[src/asram_defs.vh]
`ifndef ASRAM_DEFS_VH
`define ASRAM_DEFS_VH

// Clock period in ns
`define ASRAM_CLK_NS 20
// Timing of the 55 ns grade, in ns
`define ASRAM_CYCLE_NS 55
`define ASRAM_ACCESS_NS 55
`define ASRAM_GATE_ACCESS_NS 20
`define ASRAM_SEL_TO_END_NS 45
`define ASRAM_ADDR_TO_END_NS 45
`define ASRAM_DATA_SETUP_NS 25
`define ASRAM_FLOAT_NS 20
// Least times round up to whole cycles
`define ASRAM_CEIL(t) (((t) + `ASRAM_CLK_NS - 1) / `ASRAM_CLK_NS)
`define ASRAM_ACCESS_CYC `ASRAM_CEIL(`ASRAM_ACCESS_NS + 2 * `ASRAM_CLK_NS)
`define ASRAM_WR_PULSE_NS (`ASRAM_SEL_TO_END_NS + `ASRAM_FLOAT_NS)
`define ASRAM_WR_CYC `ASRAM_CEIL(`ASRAM_WR_PULSE_NS + `ASRAM_DATA_SETUP_NS)
`define ASRAM_CYCLE_CYC `ASRAM_CEIL(`ASRAM_CYCLE_NS)
// Bus widths
`define ASRAM_AW 17
`define ASRAM_DW 8

`endif

[src/asram_host.v]
// Function
// - Write only while selected and strobe low
// - Data held past the write-ending edge
// - Strobe write lengthened by float plus setup
// - Host never drives while memory drives
// - Read keeps strobe high, selected, gate low
// - Address valid before select goes active
// - Address stable through the whole write
// - Write data valid long before write end
`timescale 1ns/1ns
`default_nettype none
`include "asram_defs.vh"

module asram_host
(
   input  wire                  clock_i,
   input  wire                  rst_i,
   input  wire                  req_valid_i,
   input  wire                  req_write_i,
   input  wire [`ASRAM_AW-1:0]  req_addr_i,
   input  wire [`ASRAM_DW-1:0]  req_wdata_i,
   output reg                   req_ready_o,
   output reg                   rd_valid_o,
   output reg  [`ASRAM_DW-1:0]  rd_data_o,
   output reg  [`ASRAM_AW-1:0]  address_pins_o,
   output reg                   select_active_low_o,
   output reg                   select_active_high_o,
   output reg                   gate_n_o,
   output reg                   strobe_n_o,
   output reg  [`ASRAM_DW-1:0]  data_pins_o,
   output reg                   data_pins_oe_o,
   input  wire [`ASRAM_DW-1:0]  data_pins_i
);

   ////////////////////////////////////////////////////////////////////////
   // Controller states
   localparam [2:0] ST_IDLE  = 3'd0;
   localparam [2:0] ST_SETUP = 3'd1;
   localparam [2:0] ST_READ  = 3'd2;
   localparam [2:0] ST_WRITE = 3'd3;
   localparam [2:0] ST_END   = 3'd4;
   localparam [2:0] ST_GAP   = 3'd5;

   ////////////////////////////////////////////////////////////////////////
   // Counts arrive as integers; a byte holds every grade's count
   localparam integer ACCESS_INT = `ASRAM_ACCESS_CYC;
   localparam integer WR_INT     = `ASRAM_WR_CYC;
   localparam integer CYCLE_INT  = `ASRAM_CYCLE_CYC;
   localparam [7:0]   ACCESS_CYC = ACCESS_INT[7:0];
   localparam [7:0]   WR_CYC     = WR_INT[7:0];
   localparam [7:0]   CYCLE_CYC  = CYCLE_INT[7:0];

   ////////////////////////////////////////////////////////////////////////
   reg [2:0]            state_reg;
   reg [7:0]            cnt_reg;
   reg                  write_reg;
   reg [`ASRAM_DW-1:0]  sync1_reg;
   reg [`ASRAM_DW-1:0]  sync2_reg;
   wire                 take_req;

   ////////////////////////////////////////////////////////////////////////
   // Shared by every timed state
   function reached;
      input [7:0] count;
      input [7:0] limit;
      begin
         reached = (count >= limit);
      end
   endfunction

   function [7:0] count_up;
      input [7:0] count;
      begin
         // Wraps at 255; no state counts that far
         count_up = count + 8'h01;
      end
   endfunction

   ////////////////////////////////////////////////////////////////////////
   // A request counts only in idle with ready shown
   assign take_req = req_valid_i && req_ready_o && (state_reg == ST_IDLE);

   ////////////////////////////////////////////////////////////////////////
   // Pin inputs pass two flops; access time covers the added latency
   // The byte crosses unguarded; the memory holds it still by then
   always @(posedge clock_i)
   begin
      sync1_reg <= data_pins_i;
      sync2_reg <= sync1_reg;
   end

   ////////////////////////////////////////////////////////////////////////
   always @(posedge clock_i)
   begin
      if (rst_i)
      begin
         // Bus idle: deselected, gate and strobe high, pins released
         state_reg            <= ST_IDLE;
         cnt_reg              <= 8'h00;
         write_reg            <= 1'b0;
         req_ready_o          <= 1'b0;
         rd_valid_o           <= 1'b0;
         rd_data_o            <= 8'h00;
         address_pins_o       <= 17'h0_0000;
         select_active_low_o  <= 1'b1;
         select_active_high_o <= 1'b0;
         gate_n_o             <= 1'b1;
         strobe_n_o           <= 1'b1;
         data_pins_o          <= 8'h00;
         data_pins_oe_o       <= 1'b0;
      end
      else
      begin
         // Read answer is a one-cycle pulse
         rd_valid_o <= 1'b0;
         case (state_reg)
            ST_IDLE:
            begin
               // Ready shows one edge after idle is reached
               req_ready_o <= 1'b1;
               if (take_req)
               begin
                  req_ready_o    <= 1'b0;
                  address_pins_o <= req_addr_i;
                  data_pins_o    <= req_wdata_i;
                  write_reg      <= req_write_i;
                  state_reg      <= ST_SETUP;
               end
            end
            ST_SETUP:
            begin
               select_active_low_o  <= 1'b0;
               select_active_high_o <= 1'b1;
               cnt_reg              <= 8'h01;
               if (write_reg)
               begin
                  strobe_n_o     <= 1'b0;
                  data_pins_oe_o <= 1'b1;
                  state_reg      <= ST_WRITE;
               end
               else
               begin
                  gate_n_o  <= 1'b0;
                  state_reg <= ST_READ;
               end
            end
            ST_READ:
            begin
               cnt_reg <= count_up(cnt_reg);
               if (reached(cnt_reg, ACCESS_CYC))
               begin
                  // Byte at the given address
                  // Synchronised copy, two edges old
                  rd_data_o  <= sync2_reg;
                  rd_valid_o <= 1'b1;
                  gate_n_o   <= 1'b1;
                  state_reg  <= ST_END;
               end
            end
            ST_WRITE:
            begin
               cnt_reg <= count_up(cnt_reg);
               if (reached(cnt_reg, WR_CYC))
               begin
                  strobe_n_o <= 1'b1;
                  state_reg  <= ST_END;
               end
            end
            ST_END:
            begin
               // Data and address held a cycle
               data_pins_oe_o       <= 1'b0;
               // Gap counts afresh, not from the last state
               cnt_reg              <= 8'h01;
               select_active_low_o  <= 1'b1;
               select_active_high_o <= 1'b0;
               state_reg            <= ST_GAP;
            end
            ST_GAP:
            begin
               cnt_reg <= count_up(cnt_reg);
               if (reached(cnt_reg, CYCLE_CYC))
               begin
                  state_reg <= ST_IDLE;
               end
            end
            default:
            begin
               // Unused codes fall back to idle
               state_reg <= ST_IDLE;
            end
         endcase
      end
   end

endmodule
`default_nettype wire

[config.mk]
export PLATFORM = sky130hd
export DESIGN_NAME = asram_host
export DESIGN_NICKNAME = d
export VERILOG_FILES = /design/src/asram_host.v
export VERILOG_INCLUDE_DIRS = /design/src
export SDC_FILE = /design/constraint.sdc
export NUM_CORES = 1
export LEC_CHECK = 0
export ABC_AREA = 1
export BUFFER_PORTS_ARGS = -buffer_cell sky130_fd_sc_hd__buf_2
export CORE_AREA = 2 2 86 88
export DETAILED_ROUTE_END_ITERATION = 10
export DIE_AREA = 0 0 88 90
export MAX_ROUTING_LAYER = met4
export PLACE_DENSITY_LB_ADDON = 0.15
export SYNTH_ARGS = -nofsm -noshare
export SYNTH_HDL_FRONTEND = slang
export SYNTH_SLANG_ARGS = --single-unit
[constraint.sdc]
create_clock -name clock_i -period 1.5 [get_ports clock_i]
set_input_delay 0.075 -clock clock_i [delete_from_list [all_inputs] [get_ports clock_i]]
set_output_delay 0.075 -clock clock_i [all_outputs]
set_load 0.01 [all_outputs]
# ---- Word level (Yosys, flattened, before mapping)
# Index checks and enable logic that the tools add are counted.
dict set report classes {
  bitwise 1
  n_lt_le_gt_ge 2
  mux 17
  n_eq_ne 12
  addsub 1
  n_reduce_logical 17
}
# op n
set op_table {}
lappend op_table {{case mux 8 bit (2 select lines)} 1}
lappend op_table {{case mux 3 bit (5 select lines)} 1}
lappend op_table {{!= test 2 bit, second input constant} 6}
lappend op_table {{case mux 1 bit (2 select lines)} 5}
lappend op_table {{two-way mux 3 bit} 3}
lappend op_table {{AND reduction 3 bit} 3}
lappend op_table {{adder 8 x 1 -> 8 bit, second input constant} 1}
lappend op_table {{>= comparator 8 x 2 -> 1 bit, second input constant} 1}
lappend op_table {{>= comparator 8 x 3 -> 1 bit, second input constant} 1}
lappend op_table {{nonzero test 2 bit} 4}
lappend op_table {{two-way mux 1 bit} 7}
lappend op_table {{equality test 3 x 2 -> 1 bit, second input constant} 2}
lappend op_table {{equality test 3 bit, second input constant} 2}
lappend op_table {{AND reduction 2 bit} 3}
lappend op_table {{OR reduction 2 bit} 3}
lappend op_table {{equality test 3 x 1 -> 1 bit, second input constant} 1}
lappend op_table {{zero test 3 bit} 1}
lappend op_table {{OR reduction 3 bit} 1}
lappend op_table {{logical AND 1 bit} 2}
lappend op_table {{!= test 2 x 1 -> 1 bit, second input constant} 1}
lappend op_table {{inverter 1 bit} 1}
dict set report totals {
  input_bits 37
  word_cells 65
  out_inout_bits 40
  reg_bits 68
}

# ---- Depth between registers and ports, before layout
# Gate-level depths: netlist (run 1).
dict set report depth {
  ltp_word 4
  ltp_mapped 11
  ltp_nobuf 11
}

# ---- Worst setup path after synthesis (run 1)
# OpenSTA, ideal clock, no wires.
dict set report synth_path {
  path_kind {register to register}
  start {reg cnt_reg[0]}
  end {reg rd_data_o[0]}
  path_slack_ns 0.197
  path_stages_with_launch 10
  path_buffers 1
  period_less_slack_ns 1.303
  required_ns 1.365
  setup_time_ns 0.135
  arrival_time_ns 1.168
  cell_sequence {dfxtp_1 > inv_1 > ha_1 > nand2_1 > nand2_1 > nand2_4 > nand2_2 > buf_6 > nand2_2 > a21oi_2}
}
dict set report synth_between {
  elab_chain_cells 2
}
# element line
set synth_lines {}
lappend synth_lines {{start, declared} asram_host.v:55} ;# reg [7:0] cnt_reg;
lappend synth_lines {{start signal, assigned} asram_host.v:149} ;# cnt_reg <= count_up(cnt_reg);
lappend synth_lines {{start signal, assigned} asram_host.v:162} ;# cnt_reg <= count_up(cnt_reg);
lappend synth_lines {{start signal, assigned} asram_host.v:181} ;# cnt_reg <= count_up(cnt_reg);
lappend synth_lines {{>= comparator 8 x 3 -> 1 bit} asram_host.v:67} ;# reached = (count >= limit);
lappend synth_lines {{AND reduction 2 bit (no line)} n/a}
lappend synth_lines {{end signal, assigned} asram_host.v:154} ;# rd_data_o <= sync2_reg;
lappend synth_lines {{end, declared} asram_host.v:24} ;# output reg [`ASRAM_DW-1:0] rd_data_o,
# No other way between the ends.
# A chain may end at the register's enable or synchronous reset.

# ---- Final worst setup path (run 1)
dict set report layout_path {
  start {reg cnt_reg[0]}
  end {reg rd_data_o[7]}
}
# Same word-level chain as after synthesis.

==> summary.md, run 1 <==
| Metric | Value |
|---|---|
| Run status | finished, final reports clean |
| Total of max-cap violations | 0 |
| Die width | 88 um |
| Peak Freq | 0.7217 GHz |
| Area of the multi-input gates | 1011 sq um |
| Total power | 5.057 mW |
| Core area | 7020 sq um |
| RSZ-0062 raised after global routing | no |
| GPL Wtd Cong | 0.7768 |
| Clock buffer depth | 2 |
| Most common cell after layout, fill and taps aside | nand2_1 |
| TritonRoute pass-1 iters | 4 |
| Post-layout min period | 1.386 ns |
| CP Capture Type | flip-flop |
| Sequential Area | 1361 sq um |
| Initial cell density of the core | 35.98% |
| Worst EP arrival | 1.59 ns |
| Vias/cell | 4.422 |
| Slew Limit Fails | 0 |
| 1st-iter DRT viols | 107 |
| Layout fillers | 682 |
| Number of flops mapped to enable cells by yosys | 0 |
| Clk Latency, worst-skew pair | 0.33 ns |
| Vias in the first global route | 2225 |
| Die ar. | 7920 sq um |
| Peak supply drop | 1128 uV |
| Area Overhead vs Synth | 41.80% |
| Diodes inserted | 0 |
| Die height | 90 um |
| CTS tree | yes |
| Compound-Gate Fraction of Synth Area | 12.13% |
| Share of async-settable or async-resettable flops after synthesis | 0% |
| P_leak | 1.544 nW |
| Max Clock Skew | 0.008431 ns |
| Port Buffers | 76 |
| Routed WL | 5812 um |
| Total GRT Usage | 16.00% |
| WP data required | 1.70 ns |
| Type of the worst min-delay path | in2reg |
| Synthesized area | 2526 sq um |
| Synthesis-stage register bit count | 68 |
| Worst-Margin Slew | 0.4121 ns |
| Sequential share of the synthesized area | 53.89% |
| Gr ovfl total | 0 |
| Syn avg cell area | 8.449 sq um |
| Count of cell types in the netlist | 27 |
| Syn_nets | 339 |
| Antenna violations before repair | 0 |
| XOR/XNOR share of the synthesized area | 0% |
| Nets | 455 |
| Top reg by flops | address_pins_o |
| CTS buffer count | 9 |
| Clock sink count | 68 |
| Worst relative slew slack | 72.53% |
| Largest family of logic cells by synthesized area | simple AND/OR/NAND/NOR gates |
| Delay of the slowest cell on the worst path | 0.42 ns |
| Crit-path max FO | 8 |
| Vias | 2295 |
| Mux cell area share after synthesis | 0% |
| Synth warn | 0 |
| CTS root buf | clkbuf_8 |
| Crit path max-delay cell type | dfxtp_1 |
| Crit Path Class | reg2reg |
| Cells after Synth | 299 |
| Adder-cell area share of the yosys netlist | 1.486% |
| Share of cells above drive strength 1 | 32.62% |
| Max reg flops | 17 |
| First-pass GRT wire length | 9804 um |
| CTS clk-pin slew, worst paths | 0.08 ns |
| Routed Antenna Nets | 0 |
| Post-Synth Simple-Gate Area | 26.20% |
| PwrDens | 1412 nW/um^2 |
| Critical-path cell list | inv_1 -> ha_1 -> nand2_1 -> nand2_1 -> nand2_4 -> nand2_2 -> buf_12 -> nand2_2 -> a21oi_2 |
| CP startpoint kind | flip-flop |
| Commonest cells after routing, fill and taps aside | 89 x nand2_1, 76 x buf_2, 68 x dfxtp_1, 38 x a21oi_1, 34 x dlygate4sd3_1 |
| Hold_ws | 0.08172 ns |
| Fin crit share | 92.37% |
| Row count | 31 |
| Main synth FF type | dfxtp_1 |
| Io pins | 77 |
| Setup TNS | 0 ns |
| Final Setup Violations | 0 |
| Post-CTS setup buffer count | 0 |
| Largest net degree at the start of global routing | 33 |
| Drt drc | 0 |
| Avg WL per Cell | 11.20 um |
| Final hold violation count | 0 |
| H-tree levels | 3 |
| Post-DP HPWL | 3804 um |
==> kinds of logic (layout without fill, tap and decap cells) <==
logic type / count (synthesis) / in the layout
AO/OA/AOI/OAI: 53 / 53
adder cells (fa/ha/maj): 3 / 3
buffers and inverters: 31 / 152
flip-flops: 68 / 68
AND/OR/NAND/NOR: 144 / 144
==> synthesized netlist by cell type, types with 3 or more instances <==
cell type | count | area share (%)
nand2_1 | 89 | 13
a21oi_2 | 8 | 2.8
nand2_2 | 10 | 2.5
nor2_4 | 3 | 1.3
ha_1 | 3 | 1.5
nand3_1 | 21 | 4.2
clkbuf_1 | 5 | 0.74
inv_2 | 7 | 1.0
nor2_2 | 5 | 1.2
dfxtp_1 | 68 | 54
inv_1 | 11 | 1.6
a21oi_1 | 38 | 7.5
nor2_1 | 10 | 1.5
o21ai_0 | 5 | 0.99
==> area by class of cell <==
type	instances	share of cell area, %
Clock buffer	11	3.947
Clock inverter	5	2.340
Inverter	20	2.305
Multi-Input combinational cell	200	28.22
Sequential cell	68	38.00
Tap cell	99	3.458
Timing Repair Buffer	116	21.73
==> power breakdown <==
part	internal, mW	total, mW	switching (mW)
Clock	0.988	1.68	0.692
Combinational	0.473	1.24	0.766
Sequential	2.01	2.14	0.128
==> final timing paths <==
kind | cells after the start | slack (ns) | start | to
worst min-delay path | 2 | 0.08 | rst_i | address_pins_o[12]
worst max-delay path | 9 | 0.11 | cnt_reg[0] | rd_data_o[7]
worst min register to register | 0 | 0.33 | sync1_reg[6] | sync2_reg[6]
worst max register to register | 9 | 0.11 | cnt_reg[0] | rd_data_o[7]
==> critical path: cells and delay by family, from the launching register on <==
family,cells,cell delay (ns)
flops,1,0.42
compound gates,1,0.04
simple gates,5,0.38
fa+ha+maj,1,0.19
buf+inv,2,0.23
==> layer usage <==
layer / part of all wire (%) / vias up / wire length [um] / global-route usage, %
met5: 0 / - / 0 / -
li1: - / 1191 / - / -
met2: 49 / 49 / 2824 / 26.64
met1: 46 / 1045 / 2671 / 18.72
met4: 1.7 / 0 / 99 / 5.897
met3: 3.7 / 10 / 216 / 3.398
==> repair_timing <==
item	in CTS	in global routing
endpoints found under the hold margin	34	0
setup endpoints to repair	0	1
gates resized for setup	0	2
hold buffers	34	0
==> per-stage QoR <==
| stage | utilization (%) | area, sq um | cells | setup WS, ns |
|---|---|---|---|---|
| finish | 51.02 | 3582 | 519 | 0.1144 |
| global route | 51.02 | 3582 | 519 | 0.004951 |
| CTS | 50.95 | 3577 | 519 | 0.1067 |
| detailed placement | 42.90 | 3012 | 469 | 0.1306 |
| global placement | 42.90 | 3012 | 469 | 0.1554 |
| floorplan | - | 2526 | 299 | 0.1972 |
Note: power is estimated with default switching activity, not from simulation.
==> run 2: changes to the inputs <==
ABC_AREA = not set   (was 1)
CORE_AREA = 2 2 87 89   (was 2 2 86 88)
DIE_AREA = 0 0 89 91   (was 0 0 88 90)
==> run 2 against run 1 <==
Effect of this change:
- combinational power is 40% lower
- cell count up 2.7%
- final area increased by 8.7%
- the flow now finishes with violations (negative setup slack)
- sequential share of layout area decreased by 2.8 points
- total power fell by 20%
- setup slack lost 0.13 ns
- largest cell class unchanged
- first-iteration DRC count increased by 83%
- utilization up 3.5 points
- count of clock-buffer cells in the layout down 2
- synthesized cell count decreased by 2.7%
- non-clock buffer count is 29 higher
- clock skew is 0.0038 ns higher
==> summary.md, run 2 <==
| Metric | Value |
|---|---|
| Post-layout min period | 1.517 ns |
| Commonest cells in the netlist | 78 x nand2_1, 68 x dfxtp_1, 34 x a21oi_1, 10 x clkbuf_1, 10 x nor2_1 |
| Post-DP HPWL | 4196 um |
| Setup TNS | -0.03304 ns |
| Die height | 91 um |
| Share of cells above drive strength 1 | 35.25% |
| Largest net degree at the start of global routing | 25 |
| Clk Latency, worst-skew pair | 0.34 ns |
| Io pins | 77 |
| Vias/cell | 4.717 |
| Post-Synth Simple-Gate Area | 19.29% |
| Final Setup Violations | 3 |
| Commonest cells after routing, fill and taps aside | 78 x nand2_1, 78 x buf_2, 63 x dfxtp_1, 34 x a21oi_1, 34 x dlygate4sd3_1 |
| Synth top area share | 53.00% |
| Seq pwr share | 48.9% |
| Sequential share of the synthesized area | 53.00% |
| Die ar. | 8099 sq um |
| Drt drc | 0 |
| Die width | 89 um |
| Gr ovfl total | 0 |
| Cells after Synth | 291 |
| Peak Freq | 0.6592 GHz |
| WP data required | 1.70 ns |
| Routed Antenna Nets | 0 |
| Compound-Gate Fraction of Synth Area | 18.07% |
| Clock buffer depth | 2 |
| Main synth FF type | dfxtp_1 |
| Synthesized area | 2569 sq um |
| Number of flops mapped to enable cells by yosys | 0 |
| TritonRoute pass-1 iters | 4 |
| Max reg flops | 17 |
| H-tree levels | 3 |
| P_leak | 1.645 nW |
| Synthesis-stage register bit count | 68 |
| Total GRT Usage | 17.77% |
| Total of max-cap violations | 0 |
| CP startpoint kind | flip-flop |
| Top-count cell post-synth | nand2_1 |
| Max Clock Skew | 0.01220 ns |
| Placed Cells | 476 |
| Mux cell area share after synthesis | 3.507% |
| Run status | complete, but fails checks |
| PwrDens | 1044 nW/um^2 |
| Cell Int Power | 2.894 mW |
| Final hold violation count | 0 |
| CTS clk-pin slew, worst paths | 0.08 ns |
| Vias in the first global route | 2425 |
| CTS buffer count | 9 |
| Clock sink count | 68 |
| First-pass GRT wire length | 10990 um |
| CP Capture Type | flip-flop |
| Row count | 31 |
| Net switching power | 1.171 mW |
| Vias | 2514 |
| Syn avg cell area | 8.827 sq um |
| Share of async-settable or async-resettable flops after synthesis | 0% |
| Fin crit share | 101.1% |
| Port Buffers | 76 |
| Worst relative slew slack | 74.04% |
| Failing checks | negative setup slack |
| Largest family of logic cells by synthesized area | simple AND/OR/NAND/NOR gates |
| 1st-iter DRT viols | 196 |
| Largest area contributor in the netlist | dfxtp_1 |
| Area Overhead vs Synth | 51.53% |
| Largest cells by area after synthesis | dfxtp_1 53%, nand2_1 11%, a21oi_1 6.6%, mux2i_1 3.5%, a31oi_1 1.7% |
| Routed WL | 6732 um |
| Sw Share | 28.80% |
| Initial cell density of the core | 35.99% |
| Layout fillers | 685 |
| Synth warn | 0 |
| Crit Path Class | reg2reg |
| Non-filler instance count after layout | 533 |
| Worst EP arrival | 1.71 ns |
| Core area | 7137 sq um |
| Adder-cell area share of the yosys netlist | 1.461% |
| Antenna violations before repair | 0 |
| CTS root buf | clkbuf_8 |
| Worst setup margin | -0.01701 ns |
| Diodes inserted | 0 |
| GPL Wtd Cong | 0.8175 |
| Peak supply drop | 642.1 uV |
| Slew Limit Fails | 0 |
| Clk pwr share | 32.7% |
| RSZ-0062 raised after global routing | yes |
| Top reg by flops | address_pins_o |
| Worst-Margin Slew | 0.3889 ns |
| Avg WL per Cell | 12.63 um |
| Count of cell types in the netlist | 41 |
| XOR/XNOR share of the synthesized area | 0% |
| Crit-path max FO | 3 |
| Syn_nets | 331 |
| Nets | 469 |
| Gate power share | 18.3% |
| CTS tree | yes |
| Type of the worst min-delay path | in2reg |
[run 2: area by class of cell]
| cell class | instances | area, sq um | share of cell area (%) |
|---|---|---|---|
| Tap cell | 99 | 123.9 | 3.182 |
| Clock inverter | 7 | 51.30 | 1.318 |
| Inverter | 6 | 22.52 | 0.5786 |
| Multi-Input combinational cell | 199 | 1174 | 30.15 |
| Timing Repair Buffer | 145 | 1027 | 26.39 |
| Clock buffer | 9 | 123.9 | 3.182 |
| Sequential cell | 68 | 1370 | 35.20 |
[run 2: power groups by stage]
| stage | registers [mW] | logic [mW] | clock network, mW |
|---|---|---|---|
| floorplan | 2.04 | 0.330 | 0 |
| global placement | 2.01 | 0.590 | 0 |
| detailed placement | 2.02 | 0.588 | 0 |
| CTS | 1.98 | 0.659 | 1.38 |
| global route | 2.00 | 0.831 | 1.46 |
| finish | 1.99 | 0.745 | 1.33 |
[run 2: critical path: stages, from the launching register on]
cell,delay (ns)
dfxtp_2,0.32
or4_4,0.56
nor2_4,0.14
buf_4,0.14
a21o_1,0.16
a32oi_1,0.07
[run 2: logic make-up (layout without fill, tap and decap cells)]
family | Yosys count | after routing
AND/OR/NAND/NOR | 112 | 112
flip-flops | 68 | 68
buffers and inverters | 24 | 167
AO/OA/AOI/OAI | 75 | 75
adder cells (fa/ha/maj) | 3 | 3
multiplexers | 9 | 9
[run 2: what timing repair did]
item                       in CTS  in global routing
gates cloned                    0                  3
hold buffers                   34                  0
setup endpoints to repair      10                 44
hold endpoints to repair       34                  0
pin swaps                       1                  2
setup buffers                   1                  3
resized for setup               2                 30
[run 2: metal layers]
layer / vias to the layer above / GRT usage (%) / wire length (um)
met5: - / - / 0
met4: 0 / 7.463 / 116
met3: 13 / 5.545 / 396
met2: 73 / 26.37 / 3243
met1: 1154 / 22.23 / 2975
li1: 1274 / - / -
[run 2: stage by stage]
stage / hold WS (ns) / power, mW / setup WS (ns) / util (%) / cell area (sq um)
finish: 0.1357 / 4.065 / -0.01701 / 54.54 / 3892
global route: 0.1429 / 4.297 / -0.06245 / 54.54 / 3892
CTS: 0.1324 / 4.019 / -0.004303 / 52.31 / 3734
detailed placement: 0.1786 / 2.605 / -0.4086 / 44.64 / 3186
global placement: 0.1777 / 2.603 / -0.3282 / 44.64 / 3186
floorplan: 0.1027 / 2.371 / 0.03489 / - / 2569
[run 2: path summary, 6_finish.rpt]
check | startpoint | to | slack [ns] | depth (start not counted)
hold / removal | rst_i | state_reg[0] | 0.14 | 3
setup reg to reg | cnt_reg[4] | gate_n_o | -0.02 | 5
setup / recovery | cnt_reg[4] | gate_n_o | -0.02 | 5
hold reg to reg | sync1_reg[5] | sync2_reg[5] | 0.33 | 0
